$ cat config.mk
export PLATFORM = sky130hd
export DESIGN_NAME = ssr_top
export DESIGN_NICKNAME = d
export VERILOG_FILES = /design/src/ssr_pkg.sv /design/src/ssr_fifo.sv /design/src/ssr_top.sv
export VERILOG_INCLUDE_DIRS = /design/src
export SDC_FILE = /design/constraint.sdc
export NUM_CORES = 1
export LEC_CHECK = 0
export ABC_CLOCK_PERIOD_IN_PS = 5500
export BUFFER_PORTS_ARGS = -buffer_cell sky130_fd_sc_hd__clkbuf_2
export CORE_UTILIZATION = 40
export DETAILED_ROUTE_END_ITERATION = 8
export GPL_ROUTABILITY_DRIVEN = 0
export SYNTH_ARGS = -nofsm -noshare
export SYNTH_HDL_FRONTEND = slang
export SYNTH_HIERARCHICAL = 1
export SYNTH_SLANG_ARGS = --single-unit
$ cat constraint.sdc
create_clock -name ref_clk_i -period 5.5 [get_ports ref_clk_i]
set_clock_uncertainty 0.15 [all_clocks]
set_input_delay 0.275 -clock ref_clk_i [delete_from_list [all_inputs] [get_ports ref_clk_i]]
set_output_delay 0.275 -clock ref_clk_i [all_outputs]
set_load 0.01 [all_outputs]
$ cat src/ssr_map.svh
// Constants for the serial shift and store register
`ifndef SSR_MAP_SVH
`define SSR_MAP_SVH
`define SSR_WIDTH 8
`define SSR_FIFO_DEPTH 16
`define SSR_PIN_COUNT 5
`define SSR_PIN_SERIAL 0
`define SSR_PIN_SHIFT_CLK 1
`define SSR_PIN_SHIFT_CLR_N 2
`define SSR_PIN_STORE_CLK 3
`define SSR_PIN_STORE_CLR_N 4
`define SSR_PIN_RESET_VAL 5'h00
`define SSR_WORD_RESET_VAL 8'h00
`endif

$ cat src/ssr_pkg.sv
// Types for the serial shift and store register
`default_nettype none
`include "ssr_map.svh"
package ssr_pkg;
  typedef logic [`SSR_WIDTH-1:0] ssr_word_t;
  typedef logic [`SSR_PIN_COUNT-1:0] ssr_pins_t;
endpackage : ssr_pkg
`default_nettype wire

$ cat src/ssr_fifo.sv
// Snapshot FIFO between the shift chain and the storage register
`timescale 1ns/1ps
`default_nettype none
module ssr_fifo #(
  parameter int WIDTH = 8,
  parameter int DEPTH = 16
) (
  // Clock and reset
  input wire logic ref_clk_i,
  input wire logic rst_i,
  input wire logic flush_i,
  // Fill side
  input wire logic in_valid_i,
  output logic in_ready_o,
  input wire logic [WIDTH-1:0] in_data_i,
  // Drain side
  output logic out_valid_o,
  input wire logic out_ready_i,
  output logic [WIDTH-1:0] out_data_o
);
  localparam int AW = $clog2(DEPTH);
  localparam logic [AW:0] FULL_CNT = (AW+1)'(DEPTH);

  logic [WIDTH-1:0] mem_q [DEPTH];
  logic [AW-1:0] wr_q;
  logic [AW-1:0] rd_q;
  logic [AW:0] cnt_q;
  logic push;
  logic pop;

  // Depth must be a power of two so the pointers wrap by themselves
  assign in_ready_o = (cnt_q != FULL_CNT);
  assign out_valid_o = (cnt_q != '0);
  assign push = in_valid_i && in_ready_o;
  assign pop = out_valid_o && out_ready_i;
  assign out_data_o = mem_q[rd_q];

  always_ff @(posedge ref_clk_i) begin
    if (push) begin
      mem_q[wr_q] <= in_data_i;
    end
  end

  always_ff @(posedge ref_clk_i) begin
    if (rst_i || flush_i) begin
      wr_q <= '0;
      rd_q <= '0;
      cnt_q <= '0;
    end else begin
      if (push) begin
        wr_q <= wr_q + 1'b1;
      end
      if (pop) begin
        rd_q <= rd_q + 1'b1;
      end
      if (push && !pop) begin
        cnt_q <= cnt_q + 1'b1;
      end else if (pop && !push) begin
        cnt_q <= cnt_q - 1'b1;
      end
    end
  end
endmodule : ssr_fifo
`default_nettype wire

$ cat src/ssr_top.sv
// Eight-stage serial shift chain feeding an eight-bit storage register
`timescale 1ns/1ps
`default_nettype none
`include "ssr_map.svh"
module ssr_top (
  // System clock and reset
  input wire logic ref_clk_i,
  input wire logic rst_i,
  // Serial side pins
  input wire logic serial_in_i,
  input wire logic shift_clock_i,
  input wire logic shift_clear_n_i,
  // Storage side pins
  input wire logic store_clock_i,
  input wire logic store_clear_n_i,
  // Output flow control
  input wire logic out_hold_i,
  output logic store_ready_o,
  // Outputs
  output logic [`SSR_WIDTH-1:0] parallel_out_o,
  output logic cascade_out_o
);
  localparam ssr_pkg::ssr_pins_t PIN_RST = `SSR_PIN_RESET_VAL;
  localparam ssr_pkg::ssr_word_t WORD_RST = `SSR_WORD_RESET_VAL;

  ssr_pkg::ssr_pins_t pin_raw;
  ssr_pkg::ssr_pins_t meta_q;
  ssr_pkg::ssr_pins_t sync_q;
  ssr_pkg::ssr_pins_t prev_q;
  ssr_pkg::ssr_word_t shift_q;
  ssr_pkg::ssr_word_t store_q;
  ssr_pkg::ssr_word_t fifo_data;
  logic serial_s;
  logic shift_clr_s;
  logic store_clr_s;
  logic shift_rise;
  logic store_rise;
  logic fifo_valid;
  logic fifo_ready;
  logic fifo_push;
  logic fifo_flush;
  logic shift_clk_s;
  logic shift_clk_prev;
  logic store_clk_s;
  logic store_clk_prev;
  logic store_load;
  logic drain_ready;
  ssr_pkg::ssr_word_t chain_in;

  assign pin_raw[`SSR_PIN_SERIAL] = serial_in_i;
  assign pin_raw[`SSR_PIN_SHIFT_CLK] = shift_clock_i;
  assign pin_raw[`SSR_PIN_SHIFT_CLR_N] = shift_clear_n_i;
  assign pin_raw[`SSR_PIN_STORE_CLK] = store_clock_i;
  assign pin_raw[`SSR_PIN_STORE_CLR_N] = store_clear_n_i;

  // Every pin passes two flops; the first one feeds only the second
  genvar gi;
  generate
    for (gi = 0; gi < `SSR_PIN_COUNT; gi++) begin : g_sync
      always_ff @(posedge ref_clk_i) begin
        if (rst_i) begin
          meta_q[gi] <= PIN_RST[gi];
          sync_q[gi] <= PIN_RST[gi];
        end else begin
          meta_q[gi] <= pin_raw[gi];
          sync_q[gi] <= meta_q[gi];
        end
      end
    end
  endgenerate

  // Delayed copy of the settled level; the clock pins build their edges from it
  generate
    for (gi = 0; gi < `SSR_PIN_COUNT; gi++) begin : g_prev
      always_ff @(posedge ref_clk_i) begin
        if (rst_i) begin
          prev_q[gi] <= PIN_RST[gi];
        end else begin
          prev_q[gi] <= sync_q[gi];
        end
      end
    end
  endgenerate

  assign serial_s = sync_q[`SSR_PIN_SERIAL];
  assign shift_clr_s = !sync_q[`SSR_PIN_SHIFT_CLR_N];
  assign store_clr_s = !sync_q[`SSR_PIN_STORE_CLR_N];
  assign shift_clk_s = sync_q[`SSR_PIN_SHIFT_CLK];
  assign shift_clk_prev = prev_q[`SSR_PIN_SHIFT_CLK];
  assign store_clk_s = sync_q[`SSR_PIN_STORE_CLK];
  assign store_clk_prev = prev_q[`SSR_PIN_STORE_CLK];
  // Only low-to-high transitions count; falling ones are ignored
  assign shift_rise = shift_clk_s && !shift_clk_prev;
  assign store_rise = store_clk_s && !store_clk_prev;

  // Stage 0 takes the serial pin, every later stage its lower neighbour
  assign chain_in = {shift_q[`SSR_WIDTH-2:0], serial_s};

  // Shift chain, one flop per stage; clear is a level and wins over any edge
  generate
    for (gi = 0; gi < `SSR_WIDTH; gi++) begin : g_stage
      always_ff @(posedge ref_clk_i) begin
        if (rst_i || shift_clr_s) begin
          shift_q[gi] <= WORD_RST[gi];
        end else if (shift_rise) begin
          shift_q[gi] <= chain_in[gi];
        end
      end
    end
  endgenerate

  assign cascade_out_o = shift_q[`SSR_WIDTH-1];

  // Snapshot taken from the chain value before this cycle's shift,
  // so tied clocks leave storage one pulse behind the chain
  assign fifo_push = store_rise && !store_clr_s;
  // Clearing storage also drops queued snapshots, else stale data would reappear
  assign fifo_flush = store_clr_s;
  assign store_ready_o = fifo_ready;
  // Draining and loading share one condition, so no snapshot is popped unseen
  assign drain_ready = !out_hold_i;
  assign store_load = fifo_valid && drain_ready;

  ssr_fifo #(
    .WIDTH(`SSR_WIDTH),
    .DEPTH(`SSR_FIFO_DEPTH)
  ) u_fifo (
    .ref_clk_i(ref_clk_i),
    .rst_i(rst_i),
    .flush_i(fifo_flush),
    .in_valid_i(fifo_push),
    .in_ready_o(fifo_ready),
    .in_data_i(shift_q),
    .out_valid_o(fifo_valid),
    .out_ready_i(drain_ready),
    .out_data_o(fifo_data)
  );

  // Storage register drains the FIFO unless the output is held
  generate
    for (gi = 0; gi < `SSR_WIDTH; gi++) begin : g_store
      always_ff @(posedge ref_clk_i) begin
        if (rst_i || store_clr_s) begin
          store_q[gi] <= WORD_RST[gi];
        end else if (store_load) begin
          store_q[gi] <= fifo_data[gi];
        end
      end
      // Output bit n follows storage bit n, which came from chain stage n
      assign parallel_out_o[gi] = store_q[gi];
    end
  endgenerate
endmodule : ssr_top
`default_nettype wire

After elaboration in Yosys (flattened, before gate mapping)
Memory sizes are Yosys's and may differ from the RTL's. A register that Yosys moved wholly into a read port is not among the register bits.
Cells that the tools add are included.
W data, S select, Z words.
{ "word_totals": {"ramBits": 128, "reg_bits": 33, "mem_count": 1} }
{ "classes": {"reduce_logical": 18, "n_mux": 4, "add_sub_neg": 4, "n_eq_ne": 1} }
{ "mem_list": {"columns": ["memory", "words", "word_bits", "rd", "rd_clocked_by_memory_dff", "wr", "line_no", "source"], "rows": [
  ["u_fifo.mem_q", 16, 8, 1, 1, 1, "ssr_fifo.sv:24", "logic [WIDTH-1:0] mem_q [DEPTH];"]
]} }
{ "op_table": {"columns": ["operator", "count"], "rows": [
  ["$mux W5", 2],
  ["$add A4 B1 Y4 const B", 2],
  ["$logic_and A1 B1 Y1", 7],
  ["$logic_not A1 Y1", 7],
  ["$add A5 B1 Y5 const B", 1],
  ["$ne A5 B5 Y1 const B", 1],
  ["$reduce_bool A5 Y1", 1],
  ["$sub A5 B1 Y5 const B", 1],
  ["$logic_or A1 B1 Y1", 2],
  ["$mux W1", 2],
  ["$reduce_bool A2 Y1", 1]
]} }

Depth between registers and ports, before layout
{ "depth": {"word_depth": 8, "ltp_mapped": 11, "ltp_nobuf": 11} }

By module
The synthesis kept the hierarchy.
{ "by_module_without_submodules": {"columns": ["mod", "area_per_inst_um2", "instances", "cells_each"], "rows": [
  ["ssr_fifo", 5769.3, 1, 312],
  ["ssr_top", 940.9, 1, 84]
]} }

Worst setup path after synthesis
Ideal clock, no wire load.
{ "synth_path": {"path_kind": "register -> register", "startpoint": "register u_fifo.cnt_q[0]", "endpoint": "register u_fifo.cnt_q[3]", "arrival_ns": 2.581, "required_time_ns": 5.223, "setup_time_ns": 0.127, "path_slack_ns": 2.642, "path_stages_with_launch": 11, "path_buffers": 0, "path_cell_list": "dfxtp_1 or4_4 o21ai_4 inv_2 ha_1 inv_1 ha_1 a21o_2 a21oi_1 nor4_1 or3_1"} }
{ "synth_via": {"elab_chain_len": 5, "elab_cells_between_ends": 13, "cone_classes": "add/sub: 2; eq/ne: 1; mux: 2; reduce/logical: 8"} }
{ "synth_rtl": {"columns": ["item", "line_no", "source"], "rows": [
  ["start: declaration", "ssr_fifo.sv:27", "logic [AW:0] cnt_q;"],
  ["start signal: assignment", "ssr_fifo.sv:57", "cnt_q <= cnt_q + 1'b1;"],
  ["start signal: assignment", "ssr_fifo.sv:59", "cnt_q <= cnt_q - 1'b1;"],
  ["$ne A5 B5 Y1 (*)", "ssr_fifo.sv:32", "assign in_ready_o = (cnt_q != FULL_CNT);"],
  ["$logic_and A1 B1 Y1 (*)", "ssr_fifo.sv:34", "assign push = in_valid_i && in_ready_o;"],
  ["via u_fifo.push", "ssr_fifo.sv:28", "logic push;"],
  ["$logic_not A1 Y1", "ssr_fifo.sv:58", "end else if (pop && !push) begin"],
  ["$logic_and A1 B1 Y1", "ssr_fifo.sv:58", null],
  ["$reduce_bool A2 Y1 (no line)", null, null]
]} }
Mark *: on every way through the listed nets, which the timed path passes. The rest lies on a longest branch. The select of a mux whose other input is x is not followed.
A chain may end at the register's enable or synchronous reset.

Final worst setup path
Ends and elaborated chain as after synthesis.

==> run_results.csv <==
group,metric,value,unit
yosys,yosysWarnings,6,
worst_hold_path,hold_class,"in2reg",
setup_path,slowest_stage,"or4_4",
floorplanning,chipWidth,132,um
floorplanning,ios,18,
routing,postRouteAntennaNets,0,
global_routing,grt_max_degree,33,
clocking,cts.clk_slew.worst_paths,0.06,ns
routing,drc,0,
setup_path,critPathMaxFanout,8,
setup_path,cp_slowest_stage_delay,0.61,ns
routing,totalWireLength,12500,um
floorplanning,design.core.area,16100,um2
clocking,cts_buffer_depth,2,
finish,drive_gt1_share,21.8,%
finish,stdcell_area,7610,um2
clocking,cts_tree,"built",
placement,numPortBuffers,17,
setup_path,crit_arrival,3.21,ns
sta,hold_viol,0,
finish,diodes,0,
global_routing,grt.total_usage,15.5,%
sta,slew_violations,0,
yosys,synth_ff_type,"edfxtp_1",
clocking,clock_latency,0.42,ns
sta,whs,0.0710,ns
worst_hold_path,holdPathEnd,"meta_q[3]$_SDFF_PP0_",
yosys,synth_area,6710,um2
clocking,ctsResizeCount,0,
finish,final_nets,441,
placement,dpl_cell_area,7010,um2
setup_path,startpoint,"u_fifo/cnt_q[0]$_SDFFE_PP0P_",
clocking,clock_sinks,173,
routing,firstDrtPassIters,4,
sta,fmax,0.327,GHz
setup_path,cp_common_cell,"ha_1",
clocking,cts-root-buf,"clkbuf_16",
job,max-cap-violations,0,
finish,final_cell_mix,"128 x edfxtp_1, 44 x dfxtp_1, 36 x nor2_1, 32 x mux4_2, 18 x mux2i_1",
finish,fill_cells,1395,
worst_hold_path,hold_path_depth,2,
global_routing,grt_overflow,0,
floorplanning,start_util,41.6,%
global_routing,grt_pass1_wl,19700,um
sta,finalCritPeriodShare,55.7,%
finish,syn2layout_area_growth,13.5,%
sta,rsz0062_at_grt,"no",
yosys,syn_nets,414,
run_status,status,"complete, no violations",
floorplanning,placementRows,46,
yosys,ys_ff_latch,173,
global_routing,grt_pass1_vias,3482,
sta,slew_headroom,40.4,%
finish,layout_commonest_cell,"edfxtp_1",
placement,placed_cells,615,
setup_path,path_cells,"or4_4 -> o21ai_4 -> inv_2 -> ha_1 -> inv_1 -> ha_1 -> a21o_2 -> a21oi_1 -> nor4_1 -> or3_1",
placement,dp_hpwl,7840,um
yosys,synth-edff-count,128,
setup_path,criticalPathCategory,"reg2reg",
pwr,powerDensity,331,nW/um2
routing,vias,3356,
yosys,synth-async-reset-ratio,0,%
routing,wl_per_cell,19.2,um
yosys,syn_avg_cell_area,16.9,um2
setup_path,cp.required,5.65,ns
yosys,ys_seq_area_share,70.7,%
yosys,syn_inst,396,
sta,setup_violations,0,
setup_path,worstReg2RegEnd,"u_fifo/cnt_q[3]$_SDFFE_PP0P_",
sta,worstMarginPinSlew,0.890,ns
floorplanning,fp.dieArea,17300,um2
setup_path,critPathLaunchType,"flop",
clocking,cts_buffers,17,
setup_path,end_kind,"flop",
worst_hold_path,min_from,"rst_i",
pwr,cellLeakagePower,0.00252,uW
setup_path,worstReg2RegStart,"u_fifo/cnt_q[0]$_SDFFE_PP0P_",
global_routing,antenna_found_initial,0,
sta,fin_setup_tns,0,ns
clocking,htreeDepth,4,
yosys,synth_cell_type_count,39,
sta,period_needed,3.06,ns
pwr,total_power,2520,uW
setup_path,reg2reg_depth,10,
finish,layout.cells.non_filler,652,
floorplanning,die_h,132,um
routing,drt_iter0_markers,284,
pwr,ir_drop,0.000247,V
setup_path,r2r_slack,2.44,ns
routing,viasPerCell,5.15,
[cell usage after synthesis, types with 2 or more instances]
library cell / n / area share (%)
xnor2_1: 3 / 0.39
nor4_1: 6 / 0.56
buf_2: 6 / 0.45
nand2b_1: 2 / 0.19
buf_6: 2 / 0.34
nor3b_1: 3 / 0.34
edfxtp_1: 128 / 57
mux2i_1: 18 / 2.7
ha_1: 9 / 1.7
a22oi_1: 16 / 1.8
nor2b_1: 14 / 1.3
clkbuf_1: 10 / 0.56
buf_1: 2 / 0.11
xor2_1: 5 / 0.65
inv_1: 10 / 0.56
and2_2: 4 / 0.45
a21oi_1: 5 / 0.37
dfxtp_1: 45 / 13
nand3_1: 3 / 0.22
and2_1: 5 / 0.47
nand2_1: 13 / 0.73
o21ai_4: 2 / 0.48
o211ai_1: 3 / 0.34
nor2_1: 36 / 2.0
mux4_2: 32 / 11
[report_power, final]
part	switching (uW)	total [uW]	internal, uW	leakage [uW]
logic	9.26	18.8	9.56	0.000660
clock network	459	1110	656	0.000265
registers	1.15	1390	1390	0.00160
total	469	2520	2050	0.00252
[worst max path at each step]
stage	slack, ns	cells after the start	end
CTS	2.42	10	u_fifo/cnt_q[3]$_SDFFE_PP0P_
global route	2.27	10	u_fifo/cnt_q[3]$_SDFFE_PP0P_
detailed placement	2.43	10	u_fifo/cnt_q[3]$_SDFFE_PP0P_
floorplan	2.64	10	u_fifo/cnt_q[3]$_SDFFE_PP0P_
global placement	2.53	10	u_fifo/cnt_q[3]$_SDFFE_PP0P_
finish	2.44	10	u_fifo/cnt_q[3]$_SDFFE_PP0P_
[metrics by stage]
step	setup WS, ns	utilization [%]
2_1_floorplan	2.64	-
3_5_place_dp	2.43	43.5
4_1_cts	2.42	47.2
5_1_grt	2.27	47.2
6_report	2.44	47.2
3_3_place_gp	2.53	43.5
[critical path, delay by kind of cell, from the launching register on]
family | cells | cell delay, ns
compound gates | 3 | 0.62
fa+ha+maj | 2 | 0.48
buf+inv | 2 | 0.27
flops | 1 | 0.37
simple gates | 3 | 1.05
[sequential cells by signal, summed over array words and instances (netlist names), named ones only]
| signal | cells |
|---|---|
| cascade_out_o | 1 |
| store_clk_prev | 1 |
| chain_in | 7 |
| shift_clk_prev | 1 |
| u_fifo/cnt_q | 5 |
| u_fifo/wr_q | 4 |
| u_fifo/rd_q | 4 |
| store_clk_s | 1 |
| sync_q | 2 |
| u_fifo/mem_q | 128 |
| serial_s | 1 |
| parallel_out_o | 8 |
| shift_clk_s | 1 |
| meta_q | 5 |
[cells by family (layout without fill, tap and decap cells)]
| family | after synthesis | in the layout | synth area share, % |
|---|---|---|---|
| AO/OA/AOI/OAI | 30 | 30 | 3.49 |
| AND/OR/NAND/NOR | 94 | 94 | 7.29 |
| adder cells (fa/ha/maj) | 10 | 10 | 1.98 |
| multiplexers | 50 | 50 | 13.4 |
| XOR/XNOR | 8 | 8 | 1.04 |
| flip-flops | 173 | 173 | 70.7 |
| buffers and inverters | 31 | 71 | 2.07 |
[area by class of cell]
class	count	area, um2	share of cell area (%)
Clock buffer	25	485	6.38
Tap cell	216	270	3.55
Clock inverter	7	63.8	0.838
Multi-Input combinational cell	192	1830	24.0
Timing Repair Buffer	28	180	2.37
Inverter	11	41.3	0.542
Sequential cell	173	4750	62.3
[per-layer routing]
layer	up-vias	track usage, %	routed length (um)
met5	-	0	0
met3	22	4.05	598
met1	1698	20.1	5500
met2	72	24.5	6140
li1	1564	-	-
met4	0	7.24	300
[what timing repair did]
action                     4_1_cts  5_1_grt
hold buffers                     5        0
setup endpoints to repair        0        0
buffers inserted                 0        0
hold endpoints to repair         5        0
No activity file was read; power rests on OpenSTA's default activity.
